<file path="src/hw/pps_defs.svh">
//
// Behaviour
// - Class D amplifier in use: ignore gain command, apply fixed +0.0dB gain.
// - Two-byte play: accept second byte after first-byte processing time.
// - After final byte and final-byte processing time, read phrase from flash, then play.
// - Channel busy low from acceptance through processing plus phrase, high at end.
// - Next-command-ready low while preparing, high when sound output begins.
// - Next play for a channel accepted only while its next-command-ready is high.
// - Single-byte start behaves like two-byte play: flash read, busy, ready.
// - Stop with fade on a non-idle channel holds busy low for the fade time of the rate group.
// - Silence: after second byte and processing time, compute and play silence.
// - Silence busy low for processing time plus silence duration.
// - Silence queued during a phrase: ready low until phrase ends, then high.
// - Phrase queued during silence: ready low until silence ends and phrase starts.
// - Busy stays low through a whole chained sequence of phrases and silences.
// - Repeat-set only works during phrase playback; the phrase then repeats.
// - Ready held low while repeat mode is active.
// - Three-byte play: each further byte after first-byte processing time.
`ifndef PPS_DEFS_SVH
`define PPS_DEFS_SVH

// Clock and processing times
`define PPS_CLK_MHZ         100
`define PPS_CLK_PER_NS      10
`define PPS_T_CB1_NS        2000
`define PPS_T_CB2_NS        5000
`define PPS_T_CB1_CYC       ((`PPS_T_CB1_NS + `PPS_CLK_PER_NS - 1) / `PPS_CLK_PER_NS)
`define PPS_T_CB2_CYC       ((`PPS_T_CB2_NS + `PPS_CLK_PER_NS - 1) / `PPS_CLK_PER_NS)
`define PPS_MS_US           1000
// Fade times per rate group, in units of 100 us
`define PPS_FADE_G0_100US   30
`define PPS_FADE_G1_100US   50
`define PPS_FADE_G2_100US   40
`define PPS_FADE_G3_100US   29
`define PPS_FADE_G4_100US   27

// First byte layout
`define PPS_OP_MSB          7
`define PPS_OP_LSB          4
`define PPS_FADE_BIT        3
`define PPS_CH_MSB          1
`define PPS_CH_LSB          0

// Gain code for +0.0dB and reset gain
`define PPS_GAIN_0DB        4'h0
`define PPS_GAIN_RST        4'h0

`endif

</file>
<file path="src/hw/pps_pkg.sv">
package pps_pkg;

  // Command opcodes in the first byte
  typedef enum logic [3:0] {
    PPS_OP_PLAY   = 4'h1,
    PPS_OP_PLAY3  = 4'h2,
    PPS_OP_START  = 4'h3,
    PPS_OP_SIL    = 4'h4,
    PPS_OP_STOP   = 4'h5,
    PPS_OP_RPTSET = 4'h6,
    PPS_OP_RPTCLR = 4'h7,
    PPS_OP_GAIN   = 4'h8
  } pps_op_e;

  // Item handed to a channel
  typedef struct packed {
    logic        sil;
    logic [23:0] len;
  } pps_item_s;

  // Control pulses to a channel
  typedef struct packed {
    logic prep;
    logic disp;
    logic stop;
    logic fade;
    logic rpt_set;
    logic rpt_clr;
  } pps_ctl_s;

endpackage

</file>
<file path="src/hw/pps_chan.sv">
`timescale 1ns/1ps
`include "pps_defs.svh"

module pps_chan
  import pps_pkg::*;
(
  input  wire logic        clk,
  input  wire logic        rst_n,
  input  wire pps_ctl_s    ctl,
  input  wire pps_item_s   item,
  input  wire logic        sample_tick,
  input  wire logic        ms_tick,
  input  wire logic [23:0] fade_cyc,
  output logic             channel_busy_n,
  output logic             next_cmd_ready,
  output logic             playing
);

  typedef enum logic [1:0] {PPS_CH_IDLE, PPS_CH_RUN, PPS_CH_FADE} pps_ch_e;

  pps_ch_e     st_ff;
  logic        prep_ff;
  logic        pend_ff;
  pps_item_s   pend_item_ff;
  pps_item_s   cur_ff;
  logic [23:0] cnt_ff;
  logic        rpt_ff;
  logic        tick;
  logic        done;

  assign tick = cur_ff.sil ? ms_tick : sample_tick;
  assign done = (st_ff == PPS_CH_RUN) && tick && (cnt_ff <= 24'h00_0001);

  // Sequencing of current item, queue, repeat and fade
  always_ff @(posedge clk or negedge rst_n) begin
    if (!rst_n) begin
      st_ff        <= PPS_CH_IDLE;
      pend_ff      <= 1'b0;
      pend_item_ff <= '0;
      cur_ff       <= '0;
      cnt_ff       <= 24'h00_0000;
    end else if (ctl.stop) begin
      pend_ff <= 1'b0;
      if (ctl.fade && st_ff != PPS_CH_IDLE) begin
        st_ff  <= PPS_CH_FADE;
        cnt_ff <= fade_cyc;
      end else begin
        st_ff <= PPS_CH_IDLE;
      end
    end else begin
      unique case (st_ff)
        PPS_CH_IDLE: begin
          if (ctl.disp) begin
            st_ff  <= PPS_CH_RUN;
            cur_ff <= item;
            cnt_ff <= item.len;
          end
        end
        PPS_CH_RUN: begin
          if (ctl.disp) begin
            pend_ff      <= 1'b1;
            pend_item_ff <= item;
          end
          if (done) begin
            if (rpt_ff && !cur_ff.sil) begin
              cnt_ff <= cur_ff.len;
            end else if (pend_ff) begin
              pend_ff <= 1'b0;
              cur_ff  <= pend_item_ff;
              cnt_ff  <= pend_item_ff.len;
            end else if (ctl.disp) begin
              pend_ff <= 1'b0;
              cur_ff  <= item;
              cnt_ff  <= item.len;
            end else begin
              st_ff <= PPS_CH_IDLE;
            end
          end else if (tick) begin
            cnt_ff <= cnt_ff - 24'h00_0001;
          end
        end
        PPS_CH_FADE: begin
          if (cnt_ff <= 24'h00_0001) begin
            st_ff <= PPS_CH_IDLE;
          end else begin
            cnt_ff <= cnt_ff - 24'h00_0001;
          end
        end
      endcase
    end
  end

  // Preparation flag from acceptance to hand-over
  always_ff @(posedge clk or negedge rst_n) begin
    if (!rst_n) begin
      prep_ff <= 1'b0;
    end else if (ctl.stop || ctl.disp) begin
      prep_ff <= 1'b0;
    end else if (ctl.prep) begin
      prep_ff <= 1'b1;
    end
  end

  // Repeat mode, only for a playing phrase
  always_ff @(posedge clk or negedge rst_n) begin
    if (!rst_n) begin
      rpt_ff <= 1'b0;
    end else if (ctl.stop || ctl.rpt_clr || st_ff == PPS_CH_IDLE) begin
      rpt_ff <= 1'b0;
    end else if (ctl.rpt_set && st_ff == PPS_CH_RUN && !cur_ff.sil) begin
      rpt_ff <= 1'b1;
    end
  end

  // Handshake outputs
  assign channel_busy_n = !(prep_ff || st_ff != PPS_CH_IDLE);
  assign next_cmd_ready = !(prep_ff || pend_ff || rpt_ff);
  assign playing        = (st_ff == PPS_CH_RUN);

endmodule

</file>
<file path="src/hw/pps_top.sv">
`timescale 1ns/1ps
`include "pps_defs.svh"

module pps_top
  import pps_pkg::*;
#(
  parameter int NCH          = 4,
  parameter int MS_CYC       = `PPS_MS_US * `PPS_CLK_MHZ,
  parameter int FADE_G0_CYC  = `PPS_FADE_G0_100US * 100 * `PPS_CLK_MHZ,
  parameter int FADE_G1_CYC  = `PPS_FADE_G1_100US * 100 * `PPS_CLK_MHZ,
  parameter int FADE_G2_CYC  = `PPS_FADE_G2_100US * 100 * `PPS_CLK_MHZ,
  parameter int FADE_G3_CYC  = `PPS_FADE_G3_100US * 100 * `PPS_CLK_MHZ,
  parameter int FADE_G4_CYC  = `PPS_FADE_G4_100US * 100 * `PPS_CLK_MHZ
)
(
  input  wire logic            clk,
  input  wire logic            rst_n,
  input  wire logic            cmd_valid,
  input  wire logic [7:0]      cmd_byte,
  output logic                 cmd_busy_n,
  output logic                 flash_req,
  output logic [11:0]          flash_addr,
  input  wire logic            flash_ack,
  input  wire logic [23:0]     flash_rdata,
  input  wire logic [NCH-1:0]  sample_tick,
  input  wire logic [2:0]      fade_grp,
  input  wire logic            class_d_sel,
  output logic [3:0]           amp_gain,
  output logic [NCH-1:0]       channel_busy_n,
  output logic [NCH-1:0]       next_cmd_ready,
  output logic [NCH-1:0]       playing
);

  localparam int CB1_CYC = `PPS_T_CB1_CYC;
  localparam int CB2_CYC = `PPS_T_CB2_CYC;

  typedef enum logic [2:0] {
    PPS_FE_B1, PPS_FE_T1, PPS_FE_B2, PPS_FE_B3, PPS_FE_T2, PPS_FE_FLASH, PPS_FE_WAIT
  } pps_fe_e;

  pps_fe_e           fe_ff;
  pps_fe_e           ret_ff;
  logic [3:0]        op_ff;
  logic              fade_ff;
  logic [1:0]        ch_ff;
  logic [11:0]       phrase_ff;
  logic [7:0]        sil_ff;
  logic [15:0]       wait_ff;
  logic [11:0]       last_phrase_ff [NCH];
  logic [3:0]        gain_ff;
  logic [16:0]       ms_cnt_ff;
  logic              ms_tick_ff;
  logic [2:0]        cls_sync_ff;
  logic              cls_d_ff;
  pps_item_s         item_ff;
  pps_ctl_s          ctl_ff [NCH];
  logic [23:0]       fade_cyc;
  logic              take;
  logic              is_play_op;
  logic              last_byte;

  // Whole-number op decode used at several points
  function automatic logic needs_play(input logic [3:0] op);
    needs_play = (op == PPS_OP_PLAY) || (op == PPS_OP_PLAY3) || (op == PPS_OP_START)
                 || (op == PPS_OP_SIL);
  endfunction

  //////////////////////////////////////////////////////////////////////////////
  // Byte acceptance

  // Bytes taken only while the interpreter waits for one
  assign cmd_busy_n = (fe_ff == PPS_FE_B1) || (fe_ff == PPS_FE_B2) || (fe_ff == PPS_FE_B3);
  assign take       = cmd_valid && cmd_busy_n;
  assign is_play_op = needs_play(op_ff);
  assign last_byte  = take && ((fe_ff == PPS_FE_B3) || (fe_ff == PPS_FE_B2 && op_ff != PPS_OP_PLAY3));

  // Interpreter sequence
  always_ff @(posedge clk or negedge rst_n) begin
    if (!rst_n) begin
      fe_ff     <= PPS_FE_B1;
      ret_ff    <= PPS_FE_B1;
      op_ff     <= 4'h0;
      fade_ff   <= 1'b0;
      ch_ff     <= 2'h0;
      phrase_ff <= 12'h000;
      sil_ff    <= 8'h00;
      wait_ff   <= 16'h0000;
    end else begin
      unique case (fe_ff)
        PPS_FE_B1: begin
          if (take) begin
            op_ff   <= cmd_byte[`PPS_OP_MSB:`PPS_OP_LSB];
            fade_ff <= cmd_byte[`PPS_FADE_BIT];
            ch_ff   <= cmd_byte[`PPS_CH_MSB:`PPS_CH_LSB];
            wait_ff <= 16'(CB1_CYC);
            fe_ff   <= PPS_FE_T1;
            ret_ff  <= PPS_FE_B1;
            unique case (cmd_byte[`PPS_OP_MSB:`PPS_OP_LSB])
              PPS_OP_PLAY, PPS_OP_PLAY3, PPS_OP_SIL, PPS_OP_GAIN: begin
                ret_ff <= PPS_FE_B2;
              end
              PPS_OP_START: begin
                phrase_ff <= last_phrase_ff[cmd_byte[`PPS_CH_MSB:`PPS_CH_LSB]];
                if (next_cmd_ready[cmd_byte[`PPS_CH_MSB:`PPS_CH_LSB]]) begin
                  wait_ff <= 16'(CB2_CYC);
                  fe_ff   <= PPS_FE_T2;
                end
              end
              default: begin
              end
            endcase
          end
        end
        PPS_FE_T1, PPS_FE_T2: begin
          if (wait_ff <= 16'h0001) begin
            if (fe_ff == PPS_FE_T1) begin
              fe_ff <= ret_ff;
            end else if (op_ff == PPS_OP_SIL) begin
              fe_ff <= PPS_FE_WAIT;
            end else begin
              fe_ff <= PPS_FE_FLASH;
            end
          end else begin
            wait_ff <= wait_ff - 16'h0001;
          end
        end
        PPS_FE_B2: begin
          if (take) begin
            if (op_ff == PPS_OP_PLAY3) begin
              phrase_ff[11:8] <= cmd_byte[3:0];
              wait_ff         <= 16'(CB1_CYC);
              fe_ff           <= PPS_FE_T1;
              ret_ff          <= PPS_FE_B3;
            end else begin
              phrase_ff <= {4'h0, cmd_byte};
              sil_ff    <= cmd_byte;
            end
          end
        end
        PPS_FE_B3: begin
          if (take) begin
            phrase_ff[7:0] <= cmd_byte;
          end
        end
        PPS_FE_FLASH: begin
          if (flash_ack) begin
            fe_ff <= PPS_FE_WAIT;
          end
        end
        PPS_FE_WAIT: begin
          fe_ff <= PPS_FE_B1;
        end
      endcase
      // Final byte: play-type needs a free channel, others just settle
      if (last_byte) begin
        if (is_play_op && next_cmd_ready[ch_ff]) begin
          wait_ff <= 16'(CB2_CYC);
          fe_ff   <= PPS_FE_T2;
        end else begin
          wait_ff <= 16'(CB1_CYC);
          fe_ff   <= PPS_FE_T1;
          ret_ff  <= PPS_FE_B1;
        end
      end
    end
  end

  //////////////////////////////////////////////////////////////////////////////
  // Flash fetch and item build

  assign flash_req  = (fe_ff == PPS_FE_FLASH);
  assign flash_addr = phrase_ff;

  // Item latched from flash or silence length
  always_ff @(posedge clk or negedge rst_n) begin
    if (!rst_n) begin
      item_ff <= '0;
    end else if (fe_ff == PPS_FE_FLASH && flash_ack) begin
      item_ff <= '{sil: 1'b0, len: flash_rdata};
    end else if (fe_ff == PPS_FE_T2 && op_ff == PPS_OP_SIL) begin
      item_ff <= '{sil: 1'b1, len: {16'h0000, sil_ff}};
    end
  end

  // Phrase remembered per channel for the start command
  always_ff @(posedge clk or negedge rst_n) begin
    if (!rst_n) begin
      for (int i = 0; i < NCH; i++) begin
        last_phrase_ff[i] <= 12'h000;
      end
    end else if (fe_ff == PPS_FE_FLASH && flash_ack) begin
      last_phrase_ff[ch_ff] <= phrase_ff;
    end
  end

  //////////////////////////////////////////////////////////////////////////////
  // Channel control pulses

  // One-cycle pulses to the addressed channel
  always_ff @(posedge clk or negedge rst_n) begin
    if (!rst_n) begin
      for (int i = 0; i < NCH; i++) begin
        ctl_ff[i] <= '0;
      end
    end else begin
      for (int i = 0; i < NCH; i++) begin
        ctl_ff[i] <= '0;
        if (ch_ff == 2'(i)) begin
          ctl_ff[i].prep <= last_byte && is_play_op && next_cmd_ready[i];
          ctl_ff[i].disp <= (fe_ff == PPS_FE_WAIT);
        end
        if (take && fe_ff == PPS_FE_B1 && cmd_byte[`PPS_CH_MSB:`PPS_CH_LSB] == 2'(i)) begin
          ctl_ff[i].stop    <= (cmd_byte[`PPS_OP_MSB:`PPS_OP_LSB] == PPS_OP_STOP);
          ctl_ff[i].fade    <= cmd_byte[`PPS_FADE_BIT];
          ctl_ff[i].rpt_set <= (cmd_byte[`PPS_OP_MSB:`PPS_OP_LSB] == PPS_OP_RPTSET);
          ctl_ff[i].rpt_clr <= (cmd_byte[`PPS_OP_MSB:`PPS_OP_LSB] == PPS_OP_RPTCLR);
        end
        // Start needs the free-channel check at its only byte
        if (take && fe_ff == PPS_FE_B1 && cmd_byte[`PPS_CH_MSB:`PPS_CH_LSB] == 2'(i)
            && cmd_byte[`PPS_OP_MSB:`PPS_OP_LSB] == PPS_OP_START && next_cmd_ready[i]) begin
          ctl_ff[i].prep <= 1'b1;
        end
      end
    end
  end

  //////////////////////////////////////////////////////////////////////////////
  // Millisecond enable for silence timing

  always_ff @(posedge clk or negedge rst_n) begin
    if (!rst_n) begin
      ms_cnt_ff  <= 17'h0_0000;
      ms_tick_ff <= 1'b0;
    end else if (ms_cnt_ff >= 17'(MS_CYC - 1)) begin
      ms_cnt_ff  <= 17'h0_0000;
      ms_tick_ff <= 1'b1;
    end else begin
      ms_cnt_ff  <= ms_cnt_ff + 17'h0_0001;
      ms_tick_ff <= 1'b0;
    end
  end

  // Fade length by rate group
  always_comb begin
    unique case (fade_grp)
      3'h0:    fade_cyc = 24'(FADE_G0_CYC);
      3'h1:    fade_cyc = 24'(FADE_G1_CYC);
      3'h2:    fade_cyc = 24'(FADE_G2_CYC);
      3'h3:    fade_cyc = 24'(FADE_G3_CYC);
      default: fade_cyc = 24'(FADE_G4_CYC);
    endcase
  end

  //////////////////////////////////////////////////////////////////////////////
  // Amplifier gain

  // Amplifier class strap from the pin
  always_ff @(posedge clk or negedge rst_n) begin
    if (!rst_n) begin
      cls_sync_ff <= 3'h0;
      cls_d_ff    <= 1'b0;
    end else begin
      cls_sync_ff <= {cls_sync_ff[1:0], class_d_sel};
      if (cls_sync_ff[1] == cls_sync_ff[2]) begin
        cls_d_ff <= cls_sync_ff[2];
      end
    end
  end

  // Stored gain setting
  always_ff @(posedge clk or negedge rst_n) begin
    if (!rst_n) begin
      gain_ff  <= `PPS_GAIN_RST;
      amp_gain <= `PPS_GAIN_RST;
    end else begin
      if (take && fe_ff == PPS_FE_B2 && op_ff == PPS_OP_GAIN) begin
        gain_ff <= cmd_byte[3:0];
      end
      amp_gain <= cls_d_ff ? `PPS_GAIN_0DB : gain_ff;
    end
  end

  //////////////////////////////////////////////////////////////////////////////
  // Channels

  // Independent sequencer per channel
  for (genvar g = 0; g < NCH; g++) begin : g_ch
    pps_chan u_chan (
      .clk            (clk),
      .rst_n          (rst_n),
      .ctl            (ctl_ff[g]),
      .item           (item_ff),
      .sample_tick    (sample_tick[g]),
      .ms_tick        (ms_tick_ff),
      .fade_cyc       (fade_cyc),
      .channel_busy_n (channel_busy_n[g]),
      .next_cmd_ready (next_cmd_ready[g]),
      .playing        (playing[g])
    );
  end

endmodule

</file>
<file path="config.mk">
export PLATFORM = sky130hd
export DESIGN_NAME = pps_top
export DESIGN_NICKNAME = d
export VERILOG_FILES = /design/src/hw/pps_pkg.sv /design/src/hw/pps_chan.sv /design/src/hw/pps_top.sv
export VERILOG_INCLUDE_DIRS = /design/src /design/src/hw
export SDC_FILE = /design/constraint.sdc
export NUM_CORES = 1
export LEC_CHECK = 0
export BUFFER_PORTS_ARGS = -buffer_cell sky130_fd_sc_hd__buf_2
export CAP_MARGIN = 0
export CORE_MARGIN = 1
export CORE_UTILIZATION = 45
export CTS_CLUSTER_DIAMETER = 40
export CTS_CLUSTER_SIZE = 14
export DETAILED_ROUTE_END_ITERATION = 16
export PLACE_DENSITY = 0.71
export SLEW_MARGIN = 5
export SYNTH_ARGS = -nofsm -noshare
export SYNTH_HDL_FRONTEND = slang
export SYNTH_SLANG_ARGS = --single-unit
</file>
<file path="constraint.sdc">
create_clock -name clk -period 3.45 [get_ports clk]
set_input_delay 0.1725 -clock clk [delete_from_list [all_inputs] [get_ports clk]]
set_output_delay 0.1725 -clock clk [all_outputs]
set_load 0.02 [all_outputs]
</file>
# After elaboration in Yosys (flattened, before gate mapping)
# Cells that the tools add are included.
# word_totals
wordCells	551
in_bits	44
ff_bits	491
# classes
muxes	204
n_bitwise	7
reduce_logical	150
n_lt_le_gt_ge	11
add_sub_neg	6
n_eq_ne	93
# op_table
op	count
$mux 24	32
$mux 25	18
$pmux 24 s3	4
$pmux 25 s2	4
$le 24x1->1 const B	4
$sub 24x1->24 const B	4
$ne 3x3->1 const B	28
$mux 16	5
$mux 2	38
$mux 12	6
$pmux 18 s4	1
$mux 1	55
$logic_and 1x1->1	51
$bwmux 48	1
$pmux 16 s3	1
$mux 3	15
$reduce_bool 2->1	22
$reduce_and 6->1	6
$logic_or 1x1->1	30
$mux 9	3
$reduce_and 3->1	9
$bmux 12 s2	1
$demux 12 s2	1
$mux 4	6
other kinds (44)	126

# Depth between registers and ports, before layout
# logic_depth
word_depth	10
ltp_mapped	11
ltp_nobuf	8

# By module
# Synthesis repeated with hierarchy kept, for this count alone.
# hier_totals
hier_cells	3019
area_unflattened_um2	29472.0
# modules_own_cells
mod	area_per_inst_um2	seq_area_each_um2	cells_per_inst	n_inst
pps_chan (g_ch[0].u_chan ...)	5397.7	1976.9	594	2
pps_chan (g_ch[2].u_chan ...)	5382.7	1976.9	568	2
pps_top	7911.3	4379.2	695	1

# Worst setup path before layout
# OpenSTA, ideal clock, no wires.
# synth_path
path_kind	register -> register
start	register g_ch[3].u_chan.cnt_ff[4]
end	register g_ch[3].u_chan.cnt_ff[18]
required_time_ps	3329
arrival_ps	2666
path_stages_with_launch	10
period_less_slack_ps	2787
slack_ps	663
path_buffers	4
path_cell_list	dfrtp_1 buf_6 or4_4 or3_1 buf_2 or4_4 o21a_1 buf_6 buf_6 o22a_1
# synth_between
elab_chain_len	5
word_cells_on_any_way	11
classes_between	1 x add/sub; 1 x order compare; 2 x eq/ne; 5 x mux; 2 x reduce/logical
# synth_lines
element	line_no	source
start, declared	pps_chan.sv:26	logic [23:0] cnt_ff;
start signal, assigned	pps_chan.sv:46	cnt_ff <= fade_cyc;
start signal, assigned	pps_chan.sv:56	cnt_ff <= item.len;
start signal, assigned	pps_chan.sv:66	cnt_ff <= cur_ff.len;
$sub 24x1->24 / $le 24x1->1 (equally long branches)	-	
$mux 24 / $logic_and 1x1->1 (equally long branches)	pps_chan.sv:78, pps_chan.sv:32	
$mux 24	pps_chan.sv:64	if (done) begin
$pmux 24 s3	pps_chan.sv:51	unique case (st_ff)
$mux 24	pps_chan.sv:42	end else if (ctl.stop) begin
# Several ways; a longest one is shown, not always the timed one. The select of a mux whose other input is x is not followed.
# A chain may end at the register's enable or synchronous reset.

# Worst setup path after layout
# layout_path
start	register g_ch[3].u_chan.cnt_ff[6]
end	register g_ch[3].u_chan.cnt_ff[6]
# layout_between
elab_chain_len	6
word_cells_on_any_way	14
classes_between	1 x add/sub; 1 x order compare; 2 x eq/ne; 8 x mux; 2 x reduce/logical
# layout_lines
element
branches (longest 6 deep; another with $sub 24x1->24)
# Several ways; the timed one is not identified. The select of a mux whose other input is x is not followed.

==> metrics <==
Startpoint Class flip-flop; clk_lat worst skew 0.63 ns; FF-to-FF path depth 6; Pint 0.01890 W; die area 64,380 um^2; GPL Wtd Cong 0.9864; initial antenna violation count 2; # Post-CTS Setup Buffers 0; WHS Endpoint g_ch[0].u_chan.cnt_ff[10]$_DFFE_PN0P_; Net Sw Power 0.01319 W; Post-Synthesis Cells 2,951; kind of critical path flip-flop to flip-flop; Final nets 3,104; total CTS buffers 81; DIE WIDTH 253.7 um; total negative setup slack 0 ns; Pwr Density 965.0 nW/um^2; RSZ-0062 raised after global routing no; number of global-route vias before repair 25,406; clk sinks 491; I/O pins 74; Mapped Area 28,520 um^2; Root Buffer clkbuf_16; min-delay src fade_grp[2]; period utilization 0.9168; R2R Path Start g_ch[3].u_chan.cnt_ff[6]$_DFFE_PN0P_; flops & latches, synth 491; drt drc 0; Net Count, Synth 3,018; global route overflow 0; detailed-route wire length per cell 24.19 um; cell depth of the worst hold path 5; reg2reg setup slack 0.29 ns; post-synthesis sequential area ratio 0.4309; DRT Pass-1 Iters 5; Fmax 316.2 MHz; area delta synth->final 16.60%; worst min path class primary input to flip-flop; CP max stage delay 0.60 ns; Clock Pin Slew Worst Setup and Hold Paths 0.05 ns; CP most frequent cell or4_4; Post-DRT Antenna Nets 0; Req. time, crit path 3.93 ns; Syn. warnings 0; async set-or-reset flop fraction in the synthesized netlist 1.000; maximum vdd drop 0.6401 mV; Iter 0 DRT Violations 2,445; minimum clock period 3.163 ns; Pwr Total 0.03209 W; number of cell rows 91; Starting Density 0.4587; Clock Power Share 0.263; Clock Skews 0.02670 ns; MaxCap Viol Count 0; max-slew violation count 0; Mapped Avg Cell Area 9.664 um^2; H-tree levels 3; core area 62,170 um^2; sw frac 0.4111; CP arrival 3.64 ns; Final Hold Vio Count 0; Post-synth EDFFs 0; Vert. Die Dim 253.7 um; Combinational Power Share 0.405; CTS tree built; vias per cell 6.415; slowest CP cell or4_4; routed via count 25,293; ratio of cells with drive above 1 in the final layout 0.2019; Least-Margin Pin Slew 1.228 ns; Primary FF master, synth dfrtp_1; drt total wl 95,370 um; LEAKAGE 14.48 nW; FF-to-FF End g_ch[3].u_chan.cnt_ff[6]$_DFFE_PN0P_; CP Capture Type flip-flop; Max FO, Critical Path 17; DP Wirelength 63,870 um; outcome completed; # port buffers 73; library cells used by synthesis 87; Final setup viols 0; Max clock buf depth 3; global-route wire length before repair 148,100 um; Total GRT Usage 0.2971; pin count of the biggest net entering global routing 99; Cell Chain, Critical Path or4_4, or3_1, or4_4, o21a_1, mux2i_1, o21ai_0; Seq pwr share 0.332; slew margin rel. 0.1813
-- area by class of cell --
cell class,instances,area [um^2]
sequential,491,12290
tap,837,1047
clock inverter,52,608.1
inverter,70,262.8
antenna,1,2.502
multi-input combinational,2143,14940
timing repair buffer,250,1862
fill,5473,28920
clock buffer,99,2240
-- placed cells by master (no fill, tap or decap), types with 18 or more instances in the layout --
| cell type | n |
|---|---|
| nor2b_1 | 29 |
| nor2_1 | 217 |
| o22ai_1 | 110 |
| mux2_2 | 200 |
| or4_1 | 18 |
| buf_2 | 72 |
| o211ai_1 | 25 |
| nand2b_1 | 18 |
| o31ai_1 | 29 |
| dlygate4sd3_1 | 33 |
| nand2_1 | 235 |
| ha_1 | 23 |
| xnor2_1 | 42 |
| or3_1 | 26 |
| inv_1 | 66 |
| dfrtp_1 | 491 |
| a211oi_1 | 24 |
| nand3_1 | 44 |
| nand4_1 | 20 |
| mux2i_1 | 150 |
| a22o_1 | 32 |
| nor4_1 | 44 |
| o21ai_0 | 191 |
| a21oi_1 | 122 |
| nor3_1 | 78 |
| o221ai_1 | 29 |
| xor2_1 | 35 |
| buf_4 | 138 |
| a31oi_1 | 31 |
| clkbuf_16 | 85 |
| a2bb2oi_1 | 106 |
-- flip-flops by register name, summed over array words and instances, names as in the netlist, 12 cells and up --
name                      count
g_ch.u_chan.pend_item_ff    100
item_ff                      25
flash_addr                   12
wait_ff                      16
ms_cnt_ff                    17
last_phrase_ff               48
g_ch.u_chan.cnt_ff           96
ctl_ff                       24
g_ch.u_chan.cur_ff          100
-- cell families (layout without fill, tap and decap cells) --
| group | count (synthesis) | count (layout) | synth area share |
|---|---|---|---|
| adder cells (fa/ha/maj) | 24 | 24 | 0.01044 |
| flip-flops | 491 | 491 | 0.4309 |
| AO/OA/AOI/OAI | 869 | 869 | 0.2099 |
| XOR/XNOR | 77 | 77 | 0.02365 |
| multiplexers | 362 | 362 | 0.1411 |
| AND/OR/NAND/NOR | 811 | 811 | 0.1385 |
| buffers and inverters | 317 | 471 | 0.04554 |
| other | 0 | 1 | 0 |
-- critical path, delay by kind of cell, from the launching register on --
kind | cells | cell delay [ns]
muxes | 1 | 0.27
and+or+nand+nor | 3 | 1.71
AOI/OAI and AO/OA | 2 | 0.61
DFF | 1 | 0.44
-- per-stage QoR --
step	util	hold WS [ns]	cell area, um^2	std cells	setup slack (ns)
final	0.5349	0.1247	33250	3943	0.2870
after floorplan	-	-0.1231	28520	2951	0.6625
after global placement	0.4837	0.2966	30070	3758	0.3522
after global routing	0.5348	0.1676	33250	3942	0.2073
after detailed placement	0.4837	0.2874	30070	3758	0.3421
after CTS	0.5348	0.08505	33250	3942	0.3278
-- layer usage --
layer | up-vias | global-route usage | wire length (um)
met3 | 243 | 0.07283 | 9259
met5 | - | 0 | 0
met4 | 0 | 0.1269 | 3824
met2 | 1235 | 0.4683 | 43390
li1 | 11206 | - | -
met1 | 12609 | 0.3885 | 38900
-- timing repair --
item | in CTS | in global routing
gates resized for setup | 0 | 0
hold endpoints to repair | 129 | 0
endpoints found under the setup margin | 0 | 0
hold buffers | 33 | 0
-- power groups by stage --
stage | clock network [W] | registers, W | logic, W
final | 0.00843 | 0.0107 | 0.0130
after global routing | 0.00880 | 0.0109 | 0.0141
after CTS | 0.00855 | 0.0106 | 0.0128
after detailed placement | 0 | 0.0106 | 0.0127
after global placement | 0 | 0.0105 | 0.0123
after floorplan | 0 | 0.00937 | 0.00969
-- cells in the mapped netlist, types with 26 or more instances --
master | count | area (um^2)
a22o_1 | 32 | 280.3
or3_1 | 26 | 162.7
mux2i_1 | 150 | 1501
inv_1 | 66 | 247.7
xor2_1 | 35 | 306.5
xnor2_1 | 42 | 367.9
clkbuf_1 | 201 | 754.5
o221ai_1 | 29 | 254.0
nor3_1 | 78 | 390.4
a31oi_1 | 31 | 193.9
nand3_1 | 44 | 220.2
nor4_1 | 44 | 275.3
nand2_1 | 235 | 882.1
a21oi_1 | 122 | 610.6
o22ai_1 | 110 | 688.2
nor2b_1 | 32 | 200.2
mux2_2 | 200 | 2252
o31ai_1 | 29 | 217.7
nor2_1 | 217 | 814.5
o21ai_0 | 191 | 955.9
dfrtp_1 | 491 | 12290
a2bb2oi_1 | 106 | 928.4
-- how the worst max path moves through the flow --
stage | start | end | slack, ns | cells past startpoint
final | g_ch[3].u_chan.cnt_ff[6]$_DFFE_PN0P_ | g_ch[3].u_chan.cnt_ff[6]$_DFFE_PN0P_ | 0.29 | 6
after global routing | g_ch[3].u_chan.cnt_ff[6]$_DFFE_PN0P_ | g_ch[3].u_chan.cnt_ff[6]$_DFFE_PN0P_ | 0.21 | 6
after CTS | g_ch[3].u_chan.cnt_ff[6]$_DFFE_PN0P_ | g_ch[3].u_chan.cnt_ff[6]$_DFFE_PN0P_ | 0.33 | 6
after detailed placement | g_ch[3].u_chan.cnt_ff[6]$_DFFE_PN0P_ | g_ch[3].u_chan.cnt_ff[6]$_DFFE_PN0P_ | 0.34 | 6
after global placement | g_ch[3].u_chan.cnt_ff[6]$_DFFE_PN0P_ | g_ch[3].u_chan.cnt_ff[6]$_DFFE_PN0P_ | 0.35 | 6
after floorplan | g_ch[3].u_chan.cnt_ff[4]$_DFFE_PN0P_ | g_ch[3].u_chan.cnt_ff[18]$_DFFE_PN0P_ | 0.66 | 9
No activity file was read; power rests on OpenSTA's default activity.
